[src/upcin_pkg.sv]
/*
 * upcin_pkg: constants, register map and carrier types of the uart pin
 * control and serial-state notification block.
 * assumes: every user names items as upcin_pkg::name, nothing imported.
 */
package upcin_pkg;

    ////////////////////////////////////////////////////////////////////////
    // widths
    localparam int NPINS  = 6;
    localparam int REG_W  = 16;
    localparam int IRQ_W  = 3;
    localparam int IDX_W  = 10;

    ////////////////////////////////////////////////////////////////////////
    // register indices, byte address is four times the index
    localparam logic [IDX_W-1:0] IDX_PIN_CLEAR  = 10'h04F;
    localparam logic [IDX_W-1:0] IDX_PIN_STATUS = 10'h050;
    localparam logic [IDX_W-1:0] IDX_PIN_MASK   = 10'h051;
    localparam logic [IDX_W-1:0] IDX_FMT_SEL    = 10'h052;
    localparam logic [IDX_W-1:0] IDX_IRQ_STATUS = 10'h053;
    localparam logic [IDX_W-1:0] IDX_IRQ_MASK   = 10'h054;

    ////////////////////////////////////////////////////////////////////////
    // reset values and fields
    localparam logic [NPINS-1:0] PINS_RST     = 6'h00;
    localparam logic [REG_W-1:0] REG_RST      = 16'h0000;
    localparam logic [IRQ_W-1:0] IRQ_RST      = 3'h0;
    localparam int               FMT_CUST_BIT = 0;
    localparam int               IRQ_PIN_CHG  = 0;
    localparam int               IRQ_SERIAL   = 1;
    localparam int               IRQ_PKT_DONE = 2;

    ////////////////////////////////////////////////////////////////////////
    // ahb-lite encodings
    localparam logic [1:0] HTRANS_NONSEQ = 2'h2;
    localparam logic       HRESP_OKAY    = 1'h0;

    ////////////////////////////////////////////////////////////////////////
    // notification packet
    localparam logic [7:0]  PKT_REQ_TYPE  = 8'hA1;
    localparam logic [7:0]  PKT_NOTIF_SS  = 8'h20;
    localparam logic [15:0] PKT_W_VALUE   = 16'h0000;
    localparam logic [15:0] PKT_W_INDEX   = 16'h0000;
    localparam logic [15:0] PKT_W_LEN_STD = 16'h0002;
    localparam logic [15:0] PKT_W_LEN_CUS = 16'h0004;
    localparam logic [3:0]  OFS_REQ_TYPE  = 4'h0;
    localparam logic [3:0]  OFS_NOTIF     = 4'h1;
    localparam logic [3:0]  OFS_VALUE_LO  = 4'h2;
    localparam logic [3:0]  OFS_VALUE_HI  = 4'h3;
    localparam logic [3:0]  OFS_INDEX_LO  = 4'h4;
    localparam logic [3:0]  OFS_INDEX_HI  = 4'h5;
    localparam logic [3:0]  OFS_LEN_LO    = 4'h6;
    localparam logic [3:0]  OFS_LEN_HI    = 4'h7;
    localparam logic [3:0]  OFS_DATA0     = 4'h8;
    localparam logic [3:0]  OFS_DATA1     = 4'h9;
    localparam logic [3:0]  OFS_DATA2     = 4'hA;
    localparam logic [3:0]  OFS_DATA3     = 4'hB;
    localparam logic [3:0]  OFS_FIRST     = 4'h0;

    ////////////////////////////////////////////////////////////////////////
    // carriers
    typedef struct packed {
        logic overrun;
        logic parity;
        logic framing;
        logic ring;
        logic brk;
        logic dsr;
        logic dcd;
    } upcin_serial_s;

    localparam int SER_W = $bits(upcin_serial_s);

    typedef struct packed {
        logic [7:0] data;
        logic       last;
    } upcin_pkt_s;

endpackage

[src/upcin_pin_sync.sv]
/*
 * upcin_pin_sync: three-stage synchroniser for the uart-side pins with an
 * agreement filter on the last two stages.
 * assumes: d_i is asynchronous to clk_sys_i; clk_en_i freezes all stages.
 */
module upcin_pin_sync (
    // clock and reset
    input  wire logic                      clk_sys_i,
    input  wire logic                      arst_n_i,
    input  wire logic                      clk_en_i,
    // pins
    input  wire logic [upcin_pkg::NPINS-1:0] d_i,
    output logic      [upcin_pkg::NPINS-1:0] q_o
);

    logic [upcin_pkg::NPINS-1:0] s1_reg;
    logic [upcin_pkg::NPINS-1:0] s2_reg;
    logic [upcin_pkg::NPINS-1:0] s3_reg;
    logic [upcin_pkg::NPINS-1:0] q_reg;
    logic [upcin_pkg::NPINS-1:0] q_next;

    ////////////////////////////////////////////////////////////////////////
    // a level counts only once stages two and three agree
    always_comb begin
        for (int i = 0; i < upcin_pkg::NPINS; i++) begin
            q_next[i] = (s2_reg[i] == s3_reg[i]) ? s3_reg[i] : q_reg[i];
        end
    end

    always_ff @(posedge clk_sys_i or negedge arst_n_i) begin
        if (!arst_n_i) begin
            s1_reg <= upcin_pkg::PINS_RST;
            s2_reg <= upcin_pkg::PINS_RST;
            s3_reg <= upcin_pkg::PINS_RST;
            q_reg  <= upcin_pkg::PINS_RST;
        end else if (clk_en_i) begin
            s1_reg <= d_i;
            s2_reg <= s1_reg;
            s3_reg <= s2_reg;
            q_reg  <= q_next;
        end
    end

    assign q_o = q_reg;

endmodule

[src/upcin_top.sv]
/*
 * upcin_top: six uart-side general purpose pins with clear strobe, level
 * status and per-pin change masks, plus the serial-state notification
 * packet generator for the usb interrupt channel.
 * assumes: an ahb-lite master with single word transfers; uart status
 * inputs and pin set/direction come from logic on clk_sys_i; the usb
 * endpoint drains packet bytes with a valid/ready handshake.
 */

////////////////////////////////////////////////////////////////////////////
// Behaviour
// - writing one clears an output pin low
// - status read returns present level of pins
// - unmasked pin change issues notification packet
// - masked pin change issues no packet
// - status and customized packets carry current levels; standard packets carry no pin levels
// - format bit selects standard or customized packet
// - first byte is request type 0xA1
// - second byte is serial-state code 0x20
// - value and index words are zero
// - length two standard, four customized data
// - data word bit layout, top bits zero
// - overrun set when receive data discarded
// - framing and parity bits report errors
// - break and ring bits follow present state
// - dsr and carrier bits follow input levels
module upcin_top (
    // clock, reset, enable
    input  wire logic                        clk_sys_i,
    input  wire logic                        arst_n_i,
    input  wire logic                        clk_en_i,
    // ahb-lite slave
    input  wire logic                        hsel_i,
    input  wire logic [31:0]                 haddr_i,
    input  wire logic [1:0]                  htrans_i,
    input  wire logic                        hwrite_i,
    input  wire logic [2:0]                  hsize_i,
    input  wire logic [31:0]                 hwdata_i,
    input  wire logic                        hready_i,
    output logic      [31:0]                 hrdata_o,
    output logic                             hreadyout_o,
    output logic                             hresp_o,
    // uart-side pins
    input  wire logic [upcin_pkg::NPINS-1:0] pin_in_i,
    input  wire logic [upcin_pkg::NPINS-1:0] pin_dir_i,
    input  wire logic [upcin_pkg::NPINS-1:0] pin_set_i,
    output logic      [upcin_pkg::NPINS-1:0] pin_out_o,
    output logic      [upcin_pkg::NPINS-1:0] pin_oe_o,
    // uart serial state
    input  wire logic                        rx_overrun_i,
    input  wire logic                        rx_parity_err_i,
    input  wire logic                        rx_framing_err_i,
    input  wire logic                        ring_det_i,
    input  wire logic                        break_det_i,
    input  wire logic                        dsr_i,
    input  wire logic                        dcd_i,
    // notification packet stream
    output logic                             pkt_valid_o,
    input  wire logic                        pkt_ready_i,
    output logic      [7:0]                  pkt_data_o,
    output logic                             pkt_last_o,
    // interrupt
    output logic                             irq_o
);

    localparam int N = upcin_pkg::NPINS;

    typedef enum logic {
        ST_IDLE,
        ST_SEND
    } upcin_state_e;

    ////////////////////////////////////////////////////////////////////////
    // functions
    function automatic logic hit(input logic [31:0]          a,
                                 input logic [upcin_pkg::IDX_W-1:0] idx);
        hit = (a == {20'h00000, idx, 2'h0});
    endfunction

    function automatic logic [7:0] pkt_byte(
        input logic [3:0]                      ofs,
        input logic                            cust,
        input logic [upcin_pkg::REG_W-1:0]     word,
        input logic [N-1:0]                    pins);
        logic [15:0] len;
        len = cust ? upcin_pkg::PKT_W_LEN_CUS : upcin_pkg::PKT_W_LEN_STD;
        case (ofs)
            upcin_pkg::OFS_REQ_TYPE: pkt_byte = upcin_pkg::PKT_REQ_TYPE;
            upcin_pkg::OFS_NOTIF:    pkt_byte = upcin_pkg::PKT_NOTIF_SS;
            upcin_pkg::OFS_VALUE_LO: pkt_byte = upcin_pkg::PKT_W_VALUE[7:0];
            upcin_pkg::OFS_VALUE_HI: pkt_byte = upcin_pkg::PKT_W_VALUE[15:8];
            upcin_pkg::OFS_INDEX_LO: pkt_byte = upcin_pkg::PKT_W_INDEX[7:0];
            upcin_pkg::OFS_INDEX_HI: pkt_byte = upcin_pkg::PKT_W_INDEX[15:8];
            upcin_pkg::OFS_LEN_LO:   pkt_byte = len[7:0];
            upcin_pkg::OFS_LEN_HI:   pkt_byte = len[15:8];
            upcin_pkg::OFS_DATA0:    pkt_byte = word[7:0];
            upcin_pkg::OFS_DATA1:    pkt_byte = word[15:8];
            upcin_pkg::OFS_DATA2:    pkt_byte = {2'h0, pins};
            upcin_pkg::OFS_DATA3:    pkt_byte = 8'h00;
            default:                 pkt_byte = 8'h00;
        endcase
    endfunction

    ////////////////////////////////////////////////////////////////////////
    // pins and change detection
    logic [N-1:0] pin_lvl;
    logic [N-1:0] pin_prev_reg;

    upcin_pin_sync u_sync (
        .clk_sys_i (clk_sys_i),
        .arst_n_i  (arst_n_i),
        .clk_en_i  (clk_en_i),
        .d_i       (pin_in_i),
        .q_o       (pin_lvl)
    );

    ////////////////////////////////////////////////////////////////////////
    // register state
    logic [N-1:0]                pin_out_reg,  pin_out_next;
    logic [N-1:0]                mask_reg,     mask_next;
    logic                        fmt_reg,      fmt_next;
    logic [upcin_pkg::IRQ_W-1:0] irq_st_reg,   irq_st_next;
    logic [upcin_pkg::IRQ_W-1:0] irq_msk_reg,  irq_msk_next;
    logic                        wr_pend_reg,  wr_pend_next;
    logic [31:0]                 wr_addr_reg,  wr_addr_next;
    logic [31:0]                 hrdata_reg,   hrdata_next;
    logic [N-1:0]                prev_next;

    // packet engine state
    upcin_state_e                state_reg,    state_next;
    logic                        pend_reg,     pend_next;
    logic [3:0]                  ofs_reg,      ofs_next;
    logic                        cust_reg,     cust_next;
    logic [upcin_pkg::REG_W-1:0] word_reg,     word_next;
    logic [N-1:0]                snap_reg,     snap_next;
    logic [2:0]                  err_reg,      err_next;
    logic [3:0]                  lvl_prev_reg, lvl_prev_next;
    upcin_pkg::upcin_pkt_s       out_reg,      out_next;

    ////////////////////////////////////////////////////////////////////////
    // event sources
    logic                   addr_ok;
    logic                   rd_take;
    logic                   clr_wr;
    logic [N-1:0]           pin_chg;
    logic                   pin_trig;
    logic [3:0]             lvl_now;
    logic                   ser_trig;
    logic                   pkt_done;
    upcin_pkg::upcin_serial_s ser;

    assign addr_ok  = hsel_i && hready_i &&
                      (htrans_i == upcin_pkg::HTRANS_NONSEQ);
    assign rd_take  = addr_ok && !hwrite_i;
    assign clr_wr   = wr_pend_reg &&
                      hit(wr_addr_reg, upcin_pkg::IDX_PIN_CLEAR);
    assign pin_chg  = pin_lvl ^ pin_prev_reg;
    assign pin_trig = |(pin_chg & ~mask_reg);
    assign lvl_now  = {ring_det_i, break_det_i, dsr_i, dcd_i};
    // errors are pulses; levels trigger on change only
    assign ser_trig = rx_overrun_i || rx_parity_err_i || rx_framing_err_i ||
                      (lvl_now != lvl_prev_reg);
    assign pkt_done = (state_reg == ST_SEND) && pkt_ready_i && out_reg.last;

    ////////////////////////////////////////////////////////////////////////
    // bus and register group
    always_comb begin
        pin_out_next = pin_out_reg;
        mask_next    = mask_reg;
        fmt_next     = fmt_reg;
        irq_msk_next = irq_msk_reg;
        irq_st_next  = irq_st_reg;
        wr_pend_next = addr_ok && hwrite_i;
        wr_addr_next = addr_ok ? haddr_i : wr_addr_reg;
        hrdata_next  = hrdata_reg;
        prev_next    = pin_lvl;

        // sibling set strobes first, so a clear in the same cycle wins
        pin_out_next = pin_out_next | (pin_set_i & pin_dir_i);
        if (clr_wr) begin
            pin_out_next = pin_out_next & ~(hwdata_i[N-1:0] & pin_dir_i);
        end
        if (wr_pend_reg) begin
            if (hit(wr_addr_reg, upcin_pkg::IDX_PIN_MASK)) begin
                mask_next = hwdata_i[N-1:0];
            end
            if (hit(wr_addr_reg, upcin_pkg::IDX_FMT_SEL)) begin
                fmt_next = hwdata_i[upcin_pkg::FMT_CUST_BIT];
            end
            if (hit(wr_addr_reg, upcin_pkg::IDX_IRQ_MASK)) begin
                irq_msk_next = hwdata_i[upcin_pkg::IRQ_W-1:0];
            end
        end

        if (rd_take) begin
            hrdata_next = 32'h0000_0000;
            if (hit(haddr_i, upcin_pkg::IDX_PIN_STATUS)) begin
                hrdata_next[N-1:0] = pin_lvl;
            end
            if (hit(haddr_i, upcin_pkg::IDX_PIN_MASK)) begin
                hrdata_next[N-1:0] = mask_reg;
            end
            if (hit(haddr_i, upcin_pkg::IDX_FMT_SEL)) begin
                hrdata_next[upcin_pkg::FMT_CUST_BIT] = fmt_reg;
            end
            if (hit(haddr_i, upcin_pkg::IDX_IRQ_MASK)) begin
                hrdata_next[upcin_pkg::IRQ_W-1:0] = irq_msk_reg;
            end
            if (hit(haddr_i, upcin_pkg::IDX_IRQ_STATUS)) begin
                hrdata_next[upcin_pkg::IRQ_W-1:0] = irq_st_reg;
                irq_st_next = upcin_pkg::IRQ_RST;
            end
        end
        // set wins over the read clear
        if (pin_trig) begin
            irq_st_next[upcin_pkg::IRQ_PIN_CHG] = 1'b1;
        end
        if (ser_trig) begin
            irq_st_next[upcin_pkg::IRQ_SERIAL] = 1'b1;
        end
        if (pkt_done) begin
            irq_st_next[upcin_pkg::IRQ_PKT_DONE] = 1'b1;
        end
    end

    always_ff @(posedge clk_sys_i or negedge arst_n_i) begin
        if (!arst_n_i) begin
            pin_out_reg  <= upcin_pkg::PINS_RST;
            mask_reg     <= upcin_pkg::PINS_RST;
            fmt_reg      <= 1'b0;
            irq_st_reg   <= upcin_pkg::IRQ_RST;
            irq_msk_reg  <= upcin_pkg::IRQ_RST;
            wr_pend_reg  <= 1'b0;
            wr_addr_reg  <= 32'h0000_0000;
            hrdata_reg   <= 32'h0000_0000;
            pin_prev_reg <= upcin_pkg::PINS_RST;
        end else if (clk_en_i) begin
            pin_out_reg  <= pin_out_next;
            mask_reg     <= mask_next;
            fmt_reg      <= fmt_next;
            irq_st_reg   <= irq_st_next;
            irq_msk_reg  <= irq_msk_next;
            wr_pend_reg  <= wr_pend_next;
            wr_addr_reg  <= wr_addr_next;
            hrdata_reg   <= hrdata_next;
            pin_prev_reg <= prev_next;
        end
    end

    ////////////////////////////////////////////////////////////////////////
    // packet engine group
    always_comb begin
        state_next    = state_reg;
        pend_next     = pend_reg;
        ofs_next      = ofs_reg;
        cust_next     = cust_reg;
        word_next     = word_reg;
        snap_next     = snap_reg;
        err_next      = err_reg;
        lvl_prev_next = lvl_now;
        out_next      = out_reg;

        // sticky errors until a packet reports them
        ser         = '0;
        ser.overrun = err_reg[2] || rx_overrun_i;
        ser.parity  = err_reg[1] || rx_parity_err_i;
        ser.framing = err_reg[0] || rx_framing_err_i;
        ser.ring    = ring_det_i;
        ser.brk     = break_det_i;
        ser.dsr     = dsr_i;
        ser.dcd     = dcd_i;
        err_next    = {ser.overrun, ser.parity, ser.framing};

        // a single pending flag: further events merge into it
        if (pin_trig || ser_trig) begin
            pend_next = 1'b1;
        end

        case (state_reg)
            ST_IDLE: begin
                if (pend_reg) begin
                    // snapshot so the packet is self-consistent
                    cust_next = fmt_reg;
                    word_next = {{(upcin_pkg::REG_W - upcin_pkg::SER_W){1'b0}},
                                 ser};
                    snap_next = pin_lvl;
                    err_next  = 3'h0;
                    if (!(pin_trig || ser_trig)) begin
                        pend_next = 1'b0;
                    end
                    ofs_next      = upcin_pkg::OFS_FIRST;
                    out_next.data = pkt_byte(upcin_pkg::OFS_FIRST, fmt_reg,
                                             word_next, pin_lvl);
                    out_next.last = 1'b0;
                    state_next    = ST_SEND;
                end
            end
            ST_SEND: begin
                if (pkt_ready_i) begin
                    if (out_reg.last) begin
                        state_next = ST_IDLE;
                    end else begin
                        ofs_next      = ofs_reg + 4'h1;
                        out_next.data = pkt_byte(ofs_next, cust_reg,
                                                 word_reg, snap_reg);
                        out_next.last = cust_reg ?
                            (ofs_next == upcin_pkg::OFS_DATA3) :
                            (ofs_next == upcin_pkg::OFS_DATA1);
                    end
                end
            end
            default: begin
                state_next = ST_IDLE;
            end
        endcase
    end

    always_ff @(posedge clk_sys_i or negedge arst_n_i) begin
        if (!arst_n_i) begin
            state_reg    <= ST_IDLE;
            pend_reg     <= 1'b0;
            ofs_reg      <= upcin_pkg::OFS_FIRST;
            cust_reg     <= 1'b0;
            word_reg     <= upcin_pkg::REG_RST;
            snap_reg     <= upcin_pkg::PINS_RST;
            err_reg      <= 3'h0;
            lvl_prev_reg <= 4'h0;
            out_reg      <= '0;
        end else if (clk_en_i) begin
            state_reg    <= state_next;
            pend_reg     <= pend_next;
            ofs_reg      <= ofs_next;
            cust_reg     <= cust_next;
            word_reg     <= word_next;
            snap_reg     <= snap_next;
            err_reg      <= err_next;
            lvl_prev_reg <= lvl_prev_next;
            out_reg      <= out_next;
        end
    end

    ////////////////////////////////////////////////////////////////////////
    // outputs
    assign hrdata_o    = hrdata_reg;
    assign hreadyout_o = 1'b1;
    assign hresp_o     = upcin_pkg::HRESP_OKAY;
    assign pin_out_o   = pin_out_reg;
    assign pin_oe_o    = pin_dir_i;
    assign pkt_valid_o = (state_reg == ST_SEND);
    assign pkt_data_o  = out_reg.data;
    assign pkt_last_o  = out_reg.last;
    assign irq_o       = |(irq_st_reg & irq_msk_reg);

endmodule

[config.mk]
export PLATFORM = sky130hd
export DESIGN_NAME = upcin_top
export DESIGN_NICKNAME = d
export VERILOG_FILES = /design/src/upcin_pkg.sv /design/src/upcin_pin_sync.sv /design/src/upcin_top.sv
export SDC_FILE = /design/constraint.sdc
export NUM_CORES = 1
export LEC_CHECK = 0
export BUFFER_PORTS_ARGS = -buffer_cell sky130_fd_sc_hd__buf_2
export CORE_MARGIN = 2
export CORE_UTILIZATION = 40
export DETAILED_ROUTE_END_ITERATION = 10
export HOLD_SLACK_MARGIN = 0.03
export PLACE_DENSITY = 0.62
export SKIP_LAST_GASP = 1
export SLEW_MARGIN = 20
export SYNTH_ARGS = -nofsm -noshare
export SYNTH_HDL_FRONTEND = slang
export SYNTH_SLANG_ARGS = --single-unit
[constraint.sdc]
create_clock -name clk_sys_i -period 2.3 [get_ports clk_sys_i]
set_clock_uncertainty 0.2 [all_clocks]
set_input_delay 0.46 -clock clk_sys_i [delete_from_list [all_inputs] [get_ports clk_sys_i]]
set_output_delay 0.46 -clock clk_sys_i [all_outputs]
set_load 0.1 [all_outputs]
==> results_dict.tcl <==
set metrics [dict create \
    cts_buffer_depth 2 \
    largest_register_ffs 32 \
    total_power_uw 7750 \
    setup_viol 0 \
    post-dp-hpwl_mm 9.37 \
    max_freq_ghz 0.455 \
    powerDensity_nw_per_um2 1100 \
    crit_required_ns 1.64 \
    clock_latency_ns 0.42 \
    die_x_um 124 \
    vias 4159 \
    wire_per_inst_um 15.5 \
    yosysSeqAreaShare_pct 53.5 \
    syn_avg_cell_area_um2 11.2 \
    dp_slack_ns 0.0417 \
    route.met3.wl_um 490 \
    yosysTopAreaCell "dfrtp_1" \
    ant_nets 0 \
    synthArstFlopShare_pct 100 \
    routed_wl_mm 12.8 \
    arrival_ns 1.54 \
    synth_edf_count 0 \
    clock-root-buffer "clkbuf_16" \
    r2r_slack_ns 0.14 \
    multi_input_area_um2 2430 \
    ys_ff_latch 124 \
    gp_congestion 0.840 \
    path_buf_inv 2 \
    n_fill_cell 1247 \
    start_util_pct 41.3 \
    crit_type "flip-flop to primary output" \
    period_share_pct 95.5 \
    max_stage_delay_ns 0.41 \
    clock-sinks 124 \
    syn_area_um2 5800 \
    core_um2 14000 \
    ys.flop_type "dfrtp_1" \
    final_common_cell "dfrtp_1" \
    synth.distinct_cells 57 \
    worst_slack_ns 0.103 \
    grt_max_degree 52 \
    dieHeight_um 124 \
    io_buffers 100 \
    firstDrtPassIters 5 \
    critical_path.max_fanout 3 \
    final_cell_mix "123 x dfrtp_1, 99 x buf_2, 68 x nand2_1" \
    grt_pass1_vias 4233 \
    antenna_found_initial 1 \
    wl_met2_mm 6.12 \
    h-tree-depth 4 \
    top_layer "met5" \
    drtIter0Drc 206 \
    nNetsFinal 733 \
    syn_inst 517 \
    start_kind "flip-flop" \
    path_cells "a222oi_1, inv_1, buf_2" \
    status "finished, final reports clean" \
    maxSlewHeadroom_pct 64.2 \
    leakage_uw 0.00334 \
    endpoint_kind "primary output" \
    cap_violations 0 \
    io_pins 158 \
    via_per_inst 5.07 \
    antenna_cells 0 \
    overflow 0 \
    cts_tree "done" \
    yosysWarnings 0 \
    drv_slew 0 \
    finalSetupTns_ns 0 \
    drc 0 \
    synth_top_area_share_pct 53.5 \
    met1_length_mm 5.94 \
    std_cell_rows 43 \
    rsz0062_at_grt "no" \
    hp-class "primary input to flip-flop" \
    layout-drive-gt1-share_pct 35.6 \
    cp_slowest_cell "dfrtp_1" \
    grt.total_usage_pct 17.2 \
    synthToLayoutAreaGrowth_pct 22.1 \
    max_slew.worst_pin.slew_ns 0.537 \
    seq_area_um2 3100 \
    final_hold_viol_count 0 \
    path_clk_slew_ns 0.05 \
    grt_pass1_wl_mm 21.2 \
    die_area_um2 15500 \
    period_minus_slack_ns 2.20 \
    cp_top_family "flip-flops" \
    netlist_top_cells_area "dfrtp_1 54%, mux2_2 13%, buf_4 4.5%" \
    ir_drop_uv 653 \
    cts_buffers 17 \
    postCtsSetupBuffers 0 \
    holdWs_ns 0.0709 \
]
## worst paths after layout
| check | from | end | cells past startpoint |
|---|---|---|---|
| setup / recovery | irq_st_reg[0]$_DFFE_PN0P_ | irq_o | 3 |
| hold / removal | pin_dir_i[4] | pin_out_o[4]$_DFFE_PN0P_ | 2 |
| setup reg to reg | wr_addr_reg[16]$_DFFE_PN0P_ | irq_msk_reg[1]$_DFFE_PN0P_ | 5 |
| hold reg to reg | word_reg[4]$_DFFE_PN0P_ | word_reg[4]$_DFFE_PN0P_ | 2 |
| max in group asynchronous | arst_n_i | ofs_reg[0]$_DFFE_PN0P_ | 3 |
| min in group asynchronous | arst_n_i | u_sync.s1_reg[1]$_DFFE_PN0P_ | 2 |
## metal layers
metal	track usage (%)	up-vias
li1	-	2005
met1	22.5	2039
met4	5.75	2
met5	0	-
met3	5.28	18
met2	27.4	95
## synthesized netlist by cell type (6+ instances only)
| cell type | number |
|---|---|
| mux2_2 | 65 |
| inv_1 | 17 |
| nor2_1 | 13 |
| buf_4 | 35 |
| a41oi_1 | 6 |
| a22o_1 | 8 |
| nor3_1 | 7 |
| clkbuf_1 | 15 |
| nand2_1 | 68 |
| nand3_1 | 10 |
| a31oi_1 | 8 |
| o21ai_0 | 36 |
| xor2_1 | 6 |
| dfrtp_1 | 124 |
| a21oi_1 | 17 |
| nor4_1 | 8 |
| xnor2_1 | 7 |
## logic make-up (layout without fill, tap and decap cells)
kind of cell | Yosys count | in the layout | synth area share, %
adders and majority gates | 4 | 4 | 0.863
AOI/OAI and AO/OA | 100 | 100 | 11.2
DFF | 124 | 124 | 53.5
muxes | 70 | 70 | 13.5
buffers and inverters | 69 | 167 | 6.76
and+or+nand+nor | 134 | 134 | 11.8
xor gates and xnor gates | 14 | 14 | 2.24
other | 2 | 28 | 0.130
## cell type report
| type | count | area share (%) |
|---|---|---|
| multi-input combinational | 350 | 34.3 |
| tap | 180 | 3.18 |
| timing repair buffer | 117 | 9.30 |
| inverter | 18 | 0.954 |
| clock inverter | 11 | 1.64 |
| clock buffer | 21 | 6.79 |
| sequential | 124 | 43.8 |
## per-stage QoR
stage	instances	cell area (um2)	util, %
6_report	821	7080	50.4
5_1_grt	821	7080	50.4
4_1_cts	821	7050	50.2
3_5_place_dp	788	6440	45.9
3_3_place_gp	788	6440	45.9
2_1_floorplan	543	5890	-
## where the power goes
group / leakage, uW / switching [uW] / internal [uW]
Combinational: 0.00156 / 1270 / 704
Clock: 0.000291 / 955 / 1700
Sequential: 0.00150 / 454 / 2670
## what timing repair did
action	CTS	global route
hold buffers	1	0
gates resized for setup	0	6
endpoints found under the hold margin	28	0
endpoints found under the setup margin	0	8
No activity file was read; power rests on OpenSTA's default activity.
